$ cat src/rtl/host_port_pkg.sv
// Constants and types shared by the parallel host register bank.
package host_port_pkg;
  // ****************************************************************
  // Register select codes
  // ****************************************************************
  localparam logic [1:0] SEL_MESSAGE    = 2'h0;
  localparam logic [1:0] SEL_CONTROL    = 2'h1;
  localparam logic [1:0] SEL_PCM        = 2'h2;
  localparam logic [1:0] SEL_COMPRESSED = 2'h3;
  // ****************************************************************
  // Control register bit positions
  // ****************************************************************
  localparam int BIT_CMP_RST   = 6;
  localparam int BIT_PCM_RST   = 5;
  localparam int BIT_PCM_AF    = 4;
  localparam int BIT_CMP_AF    = 3;
  localparam int BIT_IN_PEND   = 2;
  localparam int BIT_OUT_WAIT  = 1;
  // ****************************************************************
  // Buffer geometry and reset values
  // ****************************************************************
  localparam int            FIFO_DEPTH   = 16;
  localparam int            LEVEL_W      = 5;
  localparam logic [4:0]    AF_THRESHOLD = 5'h0C;
  localparam logic [4:0]    LEVEL_ZERO   = 5'h00;
  localparam logic [4:0]    LEVEL_ONE    = 5'h01;
  localparam logic [3:0]    PTR_ONE      = 4'h1;
  localparam logic [7:0]    BYTE_ZERO    = 8'h00;
  localparam logic          CH_RST_INIT  = 1'b1;
  typedef enum logic [1:0] {
    ACC_IDLE  = 2'b00,
    ACC_READ  = 2'b01,
    ACC_WRITE = 2'b10
  } access_t;
endpackage

$ cat src/rtl/input_fifo_if.sv
// Interface between the register bank and one audio input buffer.
`timescale 1ns/1ns
interface input_fifo_if;
  logic       push;
  logic [7:0] push_data;
  logic       chan_reset;
  logic       pop;
  logic [7:0] pop_data;
  logic       not_empty;
  logic       almost_full;
  modport bank (output push, push_data, chan_reset, pop,
                input pop_data, not_empty, almost_full);
  modport fifo (input push, push_data, chan_reset, pop,
                output pop_data, not_empty, almost_full);
endinterface // input_fifo_if

$ cat src/rtl/audio_input_fifo.sv
// One audio input buffer with almost-full flag and channel reset.
`timescale 1ns/1ns
module audio_input_fifo
  import host_port_pkg::*;
(
  // Clock and control.
  input  wire logic CLOCK,
  input  wire logic RST_B,
  input  wire logic CLK_EN,
  // Bank side.
  input_fifo_if.fifo f
);
  logic [7:0]   mem [FIFO_DEPTH];
  logic [3:0]   wr_ptr, rd_ptr, next_wr_ptr, next_rd_ptr;
  logic [4:0]   level, next_level;
  logic         do_push, do_pop;

  always_comb begin
    do_push     = f.push && !f.chan_reset && (level != 5'(FIFO_DEPTH));
    do_pop      = f.pop && !f.chan_reset && (level != LEVEL_ZERO);
    next_wr_ptr = wr_ptr;
    next_rd_ptr = rd_ptr;
    next_level  = level;
    if (f.chan_reset) begin
      // [RQ19] reset empties buffer
      next_wr_ptr = 4'h0;
      next_rd_ptr = 4'h0;
      next_level  = LEVEL_ZERO;
    end else begin
      if (do_push) next_wr_ptr = wr_ptr + PTR_ONE;
      if (do_pop) next_rd_ptr = rd_ptr + PTR_ONE;
      if (do_push && !do_pop) next_level = level + LEVEL_ONE;
      if (do_pop && !do_push) next_level = level - LEVEL_ONE;
    end
  end

  always_ff @(posedge CLOCK or negedge RST_B) begin
    if (!RST_B) begin
      wr_ptr <= 4'h0;
      rd_ptr <= 4'h0;
      level  <= LEVEL_ZERO;
    end else if (CLK_EN) begin
      wr_ptr <= next_wr_ptr;
      rd_ptr <= next_rd_ptr;
      level  <= next_level;
    end
  end

  always_ff @(posedge CLOCK) begin
    if (CLK_EN && do_push) mem[wr_ptr] <= f.push_data;
  end

  assign f.pop_data    = mem[rd_ptr];
  assign f.not_empty   = (level != LEVEL_ZERO);
  // [RQ15] threshold almost full
  assign f.almost_full = (level >= AF_THRESHOLD);
endmodule // audio_input_fifo

$ cat src/rtl/parallel_host_register_bank.sv
// Parallel host port register bank: message, control and audio input registers.
// Functional notes
// [RQ1] Message register at select 00 has separate inbound and outbound bytes.
// [RQ2] Host read or write of message register updates handshake flags.
// [RQ3] Host writes zero to reserved control bits 7 and 0.
// [RQ4] Control bit 6 holds compressed channel in reset while one.
// [RQ5] Control bit 5 holds PCM channel in reset while one.
// [RQ6] Host keeps both channel reset bits low in normal operation.
// [RQ7] Control bit 4 reads high while PCM buffer almost full.
// [RQ8] Control bit 3 reads high while compressed buffer almost full.
// [RQ9] Bit 2 set by host message write, cleared by core read.
// [RQ10] Host checks inbound pending before writing the next message byte.
// [RQ11] Bit 1 set by core message write, cleared by host read.
// [RQ12] Core checks outbound waiting before writing another outbound byte.
// [RQ13] Host write to select 10 pushes byte into PCM buffer.
// [RQ14] Host write to select 11 pushes byte into compressed buffer.
// [RQ15] Almost-full flags assert when buffer level reaches threshold.
// [RQ16] Attention request output mirrors the outbound waiting flag.
// [RQ17] Host reads only message and control registers.
// [RQ18] Writes to read-only flags ignored; reset bits read as zero.
// [RQ19] Channel in reset empties buffer, clears flag, drops writes.
`timescale 1ns/1ns
module parallel_host_register_bank
  import host_port_pkg::*;
(
  // Clock, reset and enable.
  input  wire logic       CLOCK,
  input  wire logic       RST_B,
  input  wire logic       CLK_EN,
  // Host strobes, one-cycle pulses taken at CLOCK.
  input  wire logic [1:0] HOST_ADDR,
  input  wire logic       HOST_RD,
  input  wire logic       HOST_WR,
  input  wire logic [7:0] HOST_WDATA,
  output logic      [7:0] HOST_RDATA,
  output logic            HOST_DATA_OE,
  output logic            HOST_ATTENTION_REQUEST,
  // Decoder core message side.
  input  wire logic       CORE_MSG_RD,
  input  wire logic       CORE_MSG_WR,
  input  wire logic [7:0] CORE_MSG_WDATA,
  output logic      [7:0] CORE_MSG_RDATA,
  output logic            CORE_INBOUND_PENDING,
  output logic            CORE_OUTBOUND_WAITING,
  // Decoder core audio buffer side.
  input  wire logic       PCM_POP,
  input  wire logic       CMP_POP,
  output logic      [7:0] PCM_BYTE,
  output logic            PCM_VALID,
  output logic      [7:0] CMP_BYTE,
  output logic            CMP_VALID,
  output logic            PCM_CHANNEL_RESET,
  output logic            CMP_CHANNEL_RESET
);
  // ****************************************************************
  // State
  // ****************************************************************
  logic [7:0] inbound_byte, next_inbound_byte;
  logic [7:0] outbound_byte, next_outbound_byte;
  logic       inbound_pending, next_inbound_pending;
  logic       outbound_waiting, next_outbound_waiting;
  logic       pcm_channel_reset, next_pcm_channel_reset;
  logic       compressed_channel_reset, next_compressed_channel_reset;
  logic [7:0] rdata, next_rdata;
  logic       data_oe, next_data_oe;
  access_t    access;
  logic       host_rd_msg, host_wr_msg, host_wr_ctl, core_wr_ok;

  input_fifo_if pcm_if ();
  input_fifo_if cmp_if ();

  function automatic logic [7:0] control_image(input logic pcm_af, input logic cmp_af,
                                               input logic in_p, input logic out_w);
    logic [7:0] v;
    v = BYTE_ZERO;
    v[BIT_PCM_AF]   = pcm_af;
    v[BIT_CMP_AF]   = cmp_af;
    v[BIT_IN_PEND]  = in_p;
    v[BIT_OUT_WAIT] = out_w;
    return v;
  endfunction

  // ****************************************************************
  // Access decode and next-state logic
  // ****************************************************************
  always_comb begin
    access = HOST_WR ? ACC_WRITE : (HOST_RD ? ACC_READ : ACC_IDLE);
    host_rd_msg = (access == ACC_READ) && (HOST_ADDR == SEL_MESSAGE);
    host_wr_msg = (access == ACC_WRITE) && (HOST_ADDR == SEL_MESSAGE);
    host_wr_ctl = (access == ACC_WRITE) && (HOST_ADDR == SEL_CONTROL);
    // [RQ12] core writes only when free
    core_wr_ok  = CORE_MSG_WR && !outbound_waiting;
    next_inbound_byte             = inbound_byte;
    next_outbound_byte            = outbound_byte;
    next_inbound_pending          = inbound_pending;
    next_outbound_waiting         = outbound_waiting;
    next_pcm_channel_reset        = pcm_channel_reset;
    next_compressed_channel_reset = compressed_channel_reset;
    next_rdata                    = rdata;
    next_data_oe                  = 1'b0;
    // [RQ1] separate inbound byte
    if (host_wr_msg) next_inbound_byte = HOST_WDATA;
    if (core_wr_ok) next_outbound_byte = CORE_MSG_WDATA;
    // [RQ2] message access moves flags
    // [RQ9] inbound pending, set wins
    if (CORE_MSG_RD) next_inbound_pending = 1'b0;
    if (host_wr_msg) next_inbound_pending = 1'b1;
    // [RQ11] outbound waiting, set wins
    if (host_rd_msg) next_outbound_waiting = 1'b0;
    if (core_wr_ok) next_outbound_waiting = 1'b1;
    // [RQ4] [RQ5] reset bits; [RQ18] flag bits ignored
    if (host_wr_ctl) begin
      next_compressed_channel_reset = HOST_WDATA[BIT_CMP_RST];
      next_pcm_channel_reset        = HOST_WDATA[BIT_PCM_RST];
    end
    if (access == ACC_READ) begin
      next_data_oe = 1'b1;
      case (HOST_ADDR)
        SEL_MESSAGE: next_rdata = outbound_byte;
        // [RQ7] [RQ8] flags shown; [RQ18] reset bits read zero
        SEL_CONTROL: next_rdata = control_image(pcm_if.almost_full, cmp_if.almost_full,
                                                inbound_pending, outbound_waiting);
        default:     next_rdata = BYTE_ZERO;
      endcase
    end
  end

  always_ff @(posedge CLOCK or negedge RST_B) begin
    if (!RST_B) begin
      inbound_byte             <= BYTE_ZERO;
      outbound_byte            <= BYTE_ZERO;
      inbound_pending          <= 1'b0;
      outbound_waiting         <= 1'b0;
      pcm_channel_reset        <= CH_RST_INIT;
      compressed_channel_reset <= CH_RST_INIT;
      rdata                    <= BYTE_ZERO;
      data_oe                  <= 1'b0;
    end else if (CLK_EN) begin
      inbound_byte             <= next_inbound_byte;
      outbound_byte            <= next_outbound_byte;
      inbound_pending          <= next_inbound_pending;
      outbound_waiting         <= next_outbound_waiting;
      pcm_channel_reset        <= next_pcm_channel_reset;
      compressed_channel_reset <= next_compressed_channel_reset;
      rdata                    <= next_rdata;
      data_oe                  <= next_data_oe;
    end
  end

  // ****************************************************************
  // Audio input buffers
  // ****************************************************************
  // [RQ13] PCM select pushes
  assign pcm_if.push       = (access == ACC_WRITE) && (HOST_ADDR == SEL_PCM);
  // [RQ14] compressed select pushes
  assign cmp_if.push       = (access == ACC_WRITE) && (HOST_ADDR == SEL_COMPRESSED);
  assign pcm_if.push_data  = HOST_WDATA;
  assign cmp_if.push_data  = HOST_WDATA;
  assign pcm_if.chan_reset = pcm_channel_reset;
  assign cmp_if.chan_reset = compressed_channel_reset;
  assign pcm_if.pop        = PCM_POP && PCM_VALID;
  assign cmp_if.pop        = CMP_POP && CMP_VALID;

  audio_input_fifo u_pcm_fifo (.CLOCK(CLOCK), .RST_B(RST_B), .CLK_EN(CLK_EN), .f(pcm_if));
  audio_input_fifo u_cmp_fifo (.CLOCK(CLOCK), .RST_B(RST_B), .CLK_EN(CLK_EN), .f(cmp_if));

  // ****************************************************************
  // Registered outputs
  // ****************************************************************
  always_ff @(posedge CLOCK or negedge RST_B) begin
    if (!RST_B) begin
      PCM_BYTE  <= BYTE_ZERO;
      PCM_VALID <= 1'b0;
      CMP_BYTE  <= BYTE_ZERO;
      CMP_VALID <= 1'b0;
    end else if (CLK_EN) begin
      PCM_BYTE  <= pcm_if.pop_data;
      PCM_VALID <= pcm_if.not_empty && !pcm_if.pop && !pcm_channel_reset;
      CMP_BYTE  <= cmp_if.pop_data;
      CMP_VALID <= cmp_if.not_empty && !cmp_if.pop && !compressed_channel_reset;
    end
  end

  assign HOST_RDATA             = rdata;
  assign HOST_DATA_OE           = data_oe;
  // [RQ16] attention mirrors waiting
  assign HOST_ATTENTION_REQUEST = outbound_waiting;
  assign CORE_MSG_RDATA         = inbound_byte;
  assign CORE_INBOUND_PENDING   = inbound_pending;
  assign CORE_OUTBOUND_WAITING  = outbound_waiting;
  assign PCM_CHANNEL_RESET      = pcm_channel_reset;
  assign CMP_CHANNEL_RESET      = compressed_channel_reset;
endmodule // parallel_host_register_bank

$ cat config.mk
export PLATFORM = sky130hd
export DESIGN_NAME = parallel_host_register_bank
export DESIGN_NICKNAME = d
export VERILOG_FILES = /design/src/rtl/host_port_pkg.sv /design/src/rtl/input_fifo_if.sv /design/src/rtl/audio_input_fifo.sv /design/src/rtl/parallel_host_register_bank.sv
export SDC_FILE = /design/constraint.sdc
export NUM_CORES = 1
export LEC_CHECK = 0
export ABC_AREA = 1
export BUFFER_PORTS_ARGS = -buffer_cell sky130_fd_sc_hd__buf_2
export CORE_ASPECT_RATIO = 1.5
export CORE_MARGIN = 1
export CORE_UTILIZATION = 55
export DETAILED_ROUTE_END_ITERATION = 16
export GPL_ROUTABILITY_DRIVEN = 0
export GPL_TIMING_DRIVEN = 0
export PLACE_DENSITY = 0.75
export SETUP_SLACK_MARGIN = 0.15
export SLEW_MARGIN = 20
export SYNTH_ARGS = -nofsm -noshare
export SYNTH_HDL_FRONTEND = slang
export SYNTH_SLANG_ARGS = --single-unit
$ cat constraint.sdc
create_clock -name CLOCK -period 2.5 [get_ports CLOCK]
set_input_delay 0.625 -clock CLOCK [delete_from_list [all_inputs] [get_ports CLOCK]]
set_output_delay 0.625 -clock CLOCK [all_outputs]
set_load 0.03 [all_outputs]
== Word-level counts from Yosys, hierarchy flattened ==
Memories as Yosys holds them, arrays and structs flattened. A register that Yosys moved wholly into a read port is not among the register bits.
Index checks and enable logic that the tools add are counted.
W data, S select, Z words.

* Memory bits (writable): 256
* Output and inout bits: 40
* Flip-flop bits (word level): 57
* Memories: 2
* Logic and storage cells: 121

* Reductions and logical operators: 60
* Equality and inequality tests: 7
* $lt $le $gt $ge: 2
* $add $sub $neg: 8
* Muxes and demuxes: 26

{| class="wikitable"
|+ Memories
! name !! depth !! width !! read ports !! clocked after memory_dff !! write ports !! RTL line !! text
|-
| u_cmp_fifo.mem || 16 || 8 || 1 || 1 || 1 || audio_input_fifo.sv:13 || <nowiki>logic [7:0] mem [FIFO_DEPTH];</nowiki>
|-
| u_pcm_fifo.mem || 16 || 8 || 1 || 1 || 1 || audio_input_fifo.sv:13 ||
|}

{| class="wikitable"
|+ Operator list
! cell !! count
|-
| $mux W4 || 8
|-
| $mux W5 || 6
|-
| $logic_and A1 B1 Y1 || 26
|-
| $reduce_and A2 Y1 || 12
|-
| $add A4 B1 Y4 const B || 4
|-
| $pmux W8 S2 || 1
|-
| $reduce_bool A2 Y1 || 6
|-
| $logic_not A1 Y1 || 11
|-
| $add A5 B1 Y5 const B || 2
|-
| $ge A5 B4 Y1 const B || 2
|-
| $mux W1 || 10
|-
| $ne A5 B5 Y1 const B || 2
|-
| $reduce_bool A5 Y1 || 2
|-
| $sub A5 B1 Y5 const B || 2
|-
| $eq A2 B2 Y1 const B || 3
|-
| $reduce_bool A3 Y1 || 2
|-
| $eq A2 B1 Y1 const B || 2
|-
| $logic_not A2 Y1 || 1
|-
| $mux W2 || 1
|}

== Depth between registers and ports, before layout ==
Gate-level depths: netlist (run 1).

* Word-level depth: 10
* Depth in mapped cells: 16

== Hierarchy ==
From an unflattened synthesis (run 1), not the netlist that was laid out.

* Cells, all modules: 1177
* Area total of the unflattened synthesis: 13769.5 µm²

{| class="wikitable"
|+ By module, submodules not included
! module !! area each (µm²) !! times used !! cells an instance
|-
| audio_input_fifo at u_cmp_fifo || 5873.1 || 1 || 495
|-
| audio_input_fifo at u_pcm_fifo || 5868.1 || 1 || 485
|-
| parallel_host_register_bank || 2028.2 || 1 || 197
|}

== Least setup slack after synthesis (run 1) ==
OpenSTA, ideal clock, no wires.

* Kind: input-to-reg
* From: input port HOST_ADDR[0]
* To: memory u_cmp_fifo.mem[11][0], enable pin
* Data arrival time: 1686 ps
* Library setup time: 370 ps
* Path buffers: 0
* Setup slack: 444 ps
* Cell stages on the path: 8
* Cells stage by stage: inv_1 -> nor3_2 -> nand2_1 -> inv_1 -> nand2_1 -> inv_1 -> nand2_1 -> nor2_1

* Longest elaborated chain between the ends: 7

{| class="wikitable"
|+ RTL lines
! what !! RTL line !! text
|-
| start: declaration || parallel_host_register_bank.sv:31 || <nowiki>input wire logic [1:0] HOST_ADDR,</nowiki>
|-
| $eq A2 B2 Y1 || parallel_host_register_bank.sv:156 || <nowiki>assign cmp_if.push = (access == ACC_WRITE) && (HOST_ADDR == SEL_COMPRESSED);</nowiki>
|-
| $logic_and A1 B1 Y1 || parallel_host_register_bank.sv:156 ||
|-
| $logic_and A1 B1 Y1 (2 in series) || audio_input_fifo.sv:19 || <nowiki>do_push = f.push && !f.chan_reset && (level != 5'(FIFO_DEPTH));</nowiki>
|-
| $logic_and A1 B1 Y1 || audio_input_fifo.sv:50 || <nowiki>if (CLK_EN && do_push) mem[wr_ptr] <= f.push_data;</nowiki>
|-
| $mux W1 || audio_input_fifo.sv:50 ||
|-
| $mux W1 (implied by the code) || audio_input_fifo.sv:50 ||
|-
| end: declaration || audio_input_fifo.sv:13 ||
|}

No other way between the ends.

== Worst setup path after layout (run 1) ==
* From: register compressed_channel_reset (netlist: CMP_CHANNEL_RESET)
* To: memory u_cmp_fifo.mem[1][1], enable pin

* Longest elaborated chain between the ends: 6

{| class="wikitable"
|+ RTL lines
! what !! RTL line !! text
|-
| start: declaration || parallel_host_register_bank.sv:63 || <nowiki>logic compressed_channel_reset, next_compressed_channel_reset;</nowiki>
|-
| start signal: assignment || parallel_host_register_bank.sv:144 || <nowiki>compressed_channel_reset <= next_compressed_channel_reset;</nowiki>
|-
| $logic_not A1 Y1 || audio_input_fifo.sv:19 ||
|-
| $logic_and A1 B1 Y1 (2 in series) || audio_input_fifo.sv:19 ||
|-
| $logic_and A1 B1 Y1 || audio_input_fifo.sv:50 ||
|-
| $mux W1 || audio_input_fifo.sv:50 ||
|-
| $mux W1 (implied by the code) || audio_input_fifo.sv:50 ||
|}

No other way between the ends.

==> results.cfg, run 1 <==
[run_status]
status = finished clean

[cts]
cts_tree = yes
ctsRootBufferMaster = clkbuf_16
cts_sinks = 329
cts_htree_levels = 1
cts_buffer_depth = 3
numCtsBuffers = 29
path_clk_slew_ns = 0.07
clock_latency_ns = 0.56

[sta]
final-setup-viol-count = 0
final_hold_viol_count = 0
fin_skew_ns = 0.01853
setup_ws_ns = 0.1847
slew_violations = 0
period_share_pct = 92.61
tightestPinTransition_ns = 0.8026
post-route-min-period_ns = 2.315
timing.fmax_mhz = 431.9
timing.slew.headroom_pct = 46.49
grt_setup_unrepaired = true

[global_route]
grt_antenna_before_repair = 0
grt-ovfl-total = 0
grt_pass1_vias = 9352
grt_max_degree = 55
grt_pass1_wl_um = 50870
track_usage_pct = 27.48

[power]
leakage_nw = 5.651
ir_drop_mv = 0.6797
power_mw = 16.03
p_per_area_nw_per_um2 = 1044

[worst_setup_path]
end_kind = register
worst-path-max-fanout = 8
worstSetupPathType = reg -> reg
cp-start-kind = register
cp.arrival_ns = 2.51
crit_required_ns = 2.69

[cells_and_area]
design_area_um2 = 15360
num_antenna_cells = 0
fin_cells = 1565
fill_cells = 1803
drive_above_1_share_pct = 14.85
final_util_pct = 64.22
syn_to_final_growth_pct = 13.59
final_nets = 1264

[place]
io_buffers = 66
dpl_cell_area_um2 = 14280
pre_cts_ws_ns = -0.2455
placedCellCount = 1510
place_hpwl_um = 22580

[detailed_routing]
wl_met3_um = 1817
ant_nets = 0
routed_wl_um = 33800
wl_per_cell_um = 21.59
vias = 9348
drt_first_pass_iters = 5
vias_per_cell = 5.973
drt-met1-wl_um = 11950
drt-initial-drc-count = 1002
top_layer = met4
wl_met2_um = 17870
drc = 0

[floorplan]
start_util_pct = 56.54
dieArea_um2 = 25230
coreArea_um2 = 23910
fp.dieH_um = 194.0
die_w_um = 130.0
io_pins = 67
row_count = 69

[synth]
synthDistinctLibCells = 36
yosys-top-cells-count = edfxtp_1 (256), nor2_1 (211), o21ai_0 (154)
yosysMostFrequentCell = edfxtp_1
synth_area_leader_cell = edfxtp_1
synthTopCellsByArea = edfxtp_1 (57%), dfrtp_1 (13%), nor2_1 (5.9%)
ys.warnings.count = 0
avgSynthCellArea_um2 = 12.03
synth_nets = 1165
syn-cell-area_um2 = 13520
yosysSeqAreaShare_pct = 70.39
synth_top_area_share_pct = 56.86
synth_edf_count = 256
yosys_most_used_dff = edfxtp_1
synth-seq-cells = 329
async_flop_share_pct = 22.19
netlist_instances = 1124

[worst_hold_path]
hp-class = in -> reg

[job]
drv_cap = 0
## final timing paths
check / from / end / slack (ns) / depth (start not counted)
setup / recovery: CMP_CHANNEL_RESET$_DFFE_PN1P_ / u_cmp_fifo.mem[1][1]$_DFFE_PP_ / 0.18 / 7
hold / removal: CORE_MSG_WDATA[4] / outbound_byte[4]$_DFFE_PN0P_ / 0.31 / 2
setup reg to reg: CMP_CHANNEL_RESET$_DFFE_PN1P_ / u_cmp_fifo.mem[1][1]$_DFFE_PP_ / 0.18 / 7
hold reg to reg: HOST_RDATA[3]$_DFFE_PN0P_ / HOST_RDATA[3]$_DFFE_PN0P_ / 0.49 / 1
max in group asynchronous: RST_B / PCM_CHANNEL_RESET$_DFFE_PN1P_ / 1.36 / 3
min in group asynchronous: RST_B / u_cmp_fifo.level[3]$_DFFE_PN0P_ / 0.51 / 2
## flip-flops by register name (all words and copies together) (netlist names), 5 cells and up
name and cells:
HOST_RDATA 8, CMP_BYTE 8, u_pcm_fifo.mem 128, u_pcm_fifo.level 5, u_cmp_fifo.mem 128, u_cmp_fifo.level 5, outbound_byte 8, CORE_MSG_RDATA 8
PCM_BYTE 8
## where the power goes
group / switching, mW / internal [mW]
Sequential: 0.360 / 6.32
Combinational: 3.21 / 1.37
Clock: 1.99 / 2.78
Total: 5.55 / 10.5
## final cells by class
class	count	area, um^2	share of cell area [%]
repair buffers	68	370.4	2.411
well taps	319	399.1	2.599
plain buffers	55	257.7	1.678
flip-flops and latches	329	9517	61.96
inverters	67	251.5	1.637
multi-input cells	673	3540	23.05
clock buffers	30	739.5	4.815
clock inverters	24	284.0	1.849
## metrics by stage
step           TNS [ns]  hold WS (ns)
2_1_floorplan         0        0.3294
3_3_place_gp     -26.49        0.4618
3_5_place_dp     -34.00        0.4780
4_1_cts               0        0.3082
5_1_grt               0        0.3126
6_report              0        0.3126
## logic make-up after synthesis
| logic type | Yosys count | synth area share, % |
|---|---|---|
| flops | 329 | 70.39 |
| simple gates | 376 | 11.55 |
| xor+xnor | 4 | 0.2592 |
| fa+ha+maj | 14 | 1.296 |
| mux | 7 | 0.5830 |
| compound gates | 272 | 12.16 |
| buf+inv | 122 | 3.766 |
## worst max-delay path: stages, from the launching register on
cell and delay [ns]:
dfstp_2 0.41, nor3_2 0.19, nand2_1 0.17, inv_1 0.08, nand2_1 0.06, inv_1 0.16, nand2_1 0.22, nor2_1 0.66
## metal layers
metal | vias up | track usage, %
li1 | 4251 | -
met1 | 4563 | 31.37
met2 | 417 | 48.52
met3 | 117 | 2.980
met4 | 0 | 17.18
met5 | - | 0
## placed cells by master, fill, tap and decap left out, types with 5 or more instances in the layout
master	n
nand2_1	97
nor2_1	193
dfrtp_1	71
clkinv_1	6
o221ai_1	54
ha_1	14
clkbuf_1	33
inv_1	59
a31oi_1	16
o21ai_0	153
inv_2	7
nand3_1	51
o21ai_1	5
clkbuf_16	29
nand4_1	5
buf_4	12
bufinv_16	6
nor2_2	19
buf_2	73
edfxtp_1	256
clkinv_2	7
o22ai_1	13
mux2_2	7
a21oi_1	20
## timing repair
item	CTS	global route
setup endpoints to repair	9	175
pin swaps	0	0
setup buffers	0	0
hold buffers	1	0
hold endpoints to repair	19	0
gates resized for setup	2	17
(Power assumes the default switching activity.)
==> run 2, diff against run 1 <==
--- a/config.mk
+++ b/config.mk
@@ -5,13 +5,11 @@
 export SDC_FILE = /design/constraint.sdc
 export NUM_CORES = 1
 export LEC_CHECK = 0
-export ABC_AREA = 1
 export BUFFER_PORTS_ARGS = -buffer_cell sky130_fd_sc_hd__buf_2
 export CORE_ASPECT_RATIO = 1.5
 export CORE_MARGIN = 1
 export CORE_UTILIZATION = 55
 export DETAILED_ROUTE_END_ITERATION = 16
-export GPL_ROUTABILITY_DRIVEN = 0
 export GPL_TIMING_DRIVEN = 0
 export PLACE_DENSITY = 0.75
 export SETUP_SLACK_MARGIN = 0.15
==> run 2 against run 1 <==
First-iteration DRC count decreased by 48%. Sequential share of layout area fell by 0.89 points. Die area is 0.12% lower. Fmax fell by 4.2%. Core utilization rose by 0.98 points. Combinational power down 34%. Design area up 1.5%. Global-route usage is 3.1 points lower. Critical path type unchanged. Critical endpoint is now u_pcm_fifo.level[4]$_DFFE_PN0P_. Highest routed layer unchanged.
==> results.cfg, run 2 <==
[cells_and_area]
regArea_um2 = 9524
final_cell_mix = edfxtp_1 (256), mux4_2 (80), dfrtp_1 (65), buf_2 (65)
syn_to_final_growth_pct = 15.47
design_area_um2 = 15590
multi_input_area_um2 = 3926
fill_cells = 1640
layout_commonest_cell = edfxtp_1
drive_above_1_share_pct = 37.16
largestRegisters = u_cmp_fifo.mem x128, u_pcm_fifo.mem x128
final_util_pct = 65.21
final_nets = 889

[sta]
final-setup-viol-count = 0
tightestPinTransition_ns = 0.9391
grt_setup_unrepaired = true
final_hold_viol_count = 0
timing.fmax_mhz = 413.9
slew_violations = 0
fin_skew_ns = 0.02183
timing.slew.headroom_pct = 37.39
post-route-min-period_ns = 2.416
period_share_pct = 96.64

[worst_setup_path]
end_kind = register
cp.arrival_ns = 2.86
cp-start-kind = register
crit_path_max_incr_delay_ns = 0.44
cpMaxStageDelayCell = dfrtp_2
path_cells = nor4_4 > a21o_1 > nor2_2 > xor2_1 > ha_2 > nor2_4 > a21boi_1 > or4_4 > a31oi_1 > o2bb2ai_1
worst-path-max-fanout = 4
path_delay_family = simple AND/OR/NAND/NOR gates
reg2reg_depth = 10
worstSetupPathType = reg -> reg
crit_required_ns = 2.94
worstSetupPathDepth = 10
path_buf_inv = 0

[cts]
cts_buffer_depth = 3
cts_sinks = 329
clock_latency_ns = 0.57
path_clk_slew_ns = 0.07
cts_htree_levels = 1
numCtsBuffers = 30
cts_tree = yes
ctsRootBufferMaster = clkbuf_16

[detailed_routing]
drc = 0
vias = 7179
drt_first_pass_iters = 4
routed_wl_um = 28980
drt-initial-drc-count = 523
wl_per_cell_um = 24.31
vias_per_cell = 6.023
ant_nets = 0

[floorplan]
die_w_um = 129.9
start_util_pct = 56.47
dieArea_um2 = 25200
io_pins = 67
row_count = 69
fp.dieH_um = 193.9
coreArea_um2 = 23910

[global_route]
track_usage_pct = 24.39
grt_max_degree = 59
grt_use_met1_pct = 28.72
grt_use_met2_pct = 44.17
grt_antenna_before_repair = 0
grt-busiest-layer = met2
grt_pass1_vias = 7778
grt-ovfl-total = 0
use_met3_pct = 3.504
grt_pass1_wl_um = 45390

[synth]
async_flop_share_pct = 22.19
syn-cell-area_um2 = 13500
synth-seq-cells = 329
synthDistinctLibCells = 52
netlist_instances = 730
yosysMostFrequentCell = edfxtp_1
synthTopCellsByArea = edfxtp_1 (57%), mux4_2 (13%), dfrtp_1 (13%)
yosys_most_used_dff = edfxtp_1
synth_top_area_share_pct = 56.93
synth_edf_count = 256
yosys-top-cells-count = edfxtp_1 (256), mux4_2 (80), dfrtp_1 (71)
yosysSeqAreaShare_pct = 70.47
ys.warnings.count = 0
avgSynthCellArea_um2 = 18.50
synth_area_leader_cell = edfxtp_1
synth_nets = 771

[place]
dpl_cell_area_um2 = 14320
io_buffers = 65
place_hpwl_um = 19170
gp_congestion = 0.8744

[worst_hold_path]
min_path_cells = 2
hp-class = in -> reg

[power]
p_per_area_nw_per_um2 = 890.3
ir_drop_mv = 0.5923
leakage_nw = 5.394

[run_status]
status = finished clean

[job]
drv_cap = 0
-- run 2: changes by cell type in the layout (fill, tap and decap cells not counted), moves of 44 or more --
| cell | delta |
|---|---|
| inv_1 | -44 |
| mux4_2 | +80 |
| nand2_1 | -61 |
| nor2_1 | -177 |
| o21ai_0 | -135 |
| o221ai_1 | -54 |
-- run 2: per-stage QoR --
step	instances	setup TNS [ns]	power [mW]	hold slack [ns]	worst slack (ns)
floorplan	730	0	8.594	0.3294	0.07940
global placement	1114	-39.02	9.297	0.4654	-0.4852
detailed placement	1115	-66.20	9.411	0.4766	-0.6316
CTS	1183	0	13.84	0.2901	0.09552
global route	1191	-0.04000	14.44	0.2993	-0.04000
finish	1192	0	13.88	0.3046	0.08406
-- run 2: final cells by class --
type                            count  share of cell area, %
Sequential cell                   329                  61.08
Clock buffer                       40                  5.183
Inverter                           15                 0.3611
Timing Repair Buffer               86                  3.258
Buffer                             36                  1.605
Tap cell                          319                  2.560
Clock inverter                     16                 0.7623
Antenna cell                        1                0.01605
Multi-Input combinational cell    350                  25.18
-- run 2: worst paths after layout --
kind	slack [ns]	start	endpoint
worst max-delay path	0.08	u_pcm_fifo.level[3]$_DFFE_PN0P_	u_pcm_fifo.level[4]$_DFFE_PN0P_
worst min-delay path	0.30	CORE_MSG_WDATA[1]	outbound_byte[1]$_DFFE_PN0P_
max in group asynchronous	1.35	RST_B	CMP_CHANNEL_RESET$_DFFE_PN1P_
worst min register to register	0.49	HOST_RDATA[6]$_DFFE_PN0P_	HOST_RDATA[6]$_DFFE_PN0P_
worst max register to register	0.08	u_pcm_fifo.level[3]$_DFFE_PN0P_	u_pcm_fifo.level[4]$_DFFE_PN0P_
min in group asynchronous	0.50	RST_B	CMP_BYTE[2]$_DFFE_PN0P_
-- run 2: power breakdown --
part	leakage (nW)	internal [mW]	total [mW]	switching, mW
combinational	1.75	1.36	3.01	1.65
clock	0.433	2.30	4.29	1.99
sequential	3.21	6.29	6.59	0.306
total	5.39	9.94	13.9	3.94
-- run 2: metal layers --
| metal | routed length [um] | vias up |
|---|---|---|
| li1 | - | 3161 |
| met1 | 10550 | 3742 |
| met2 | 16170 | 213 |
| met3 | 1195 | 63 |
| met4 | 1058 | 0 |
| met5 | 0 | - |
-- run 2: cells by family after synthesis --
group / after synthesis / share of synthesized area [%]
muxes: 120 / 16.64
AOI/OAI and AO/OA: 77 / 3.845
xor gates and xnor gates: 7 / 0.4540
adders and majority gates: 14 / 1.297
and+or+nand+nor: 132 / 5.355
buffers and inverters: 51 / 1.936
DFF: 329 / 70.47
-- run 2: what timing repair did --
action                                 4_1_cts  5_1_grt
resized for setup                           31       41
hold buffers                                 1        0
cloned                                       0        0
setup endpoints to repair                  109      205
pin swaps                                    5       12
endpoints found under the hold margin       15        0
buffers inserted                            11        8
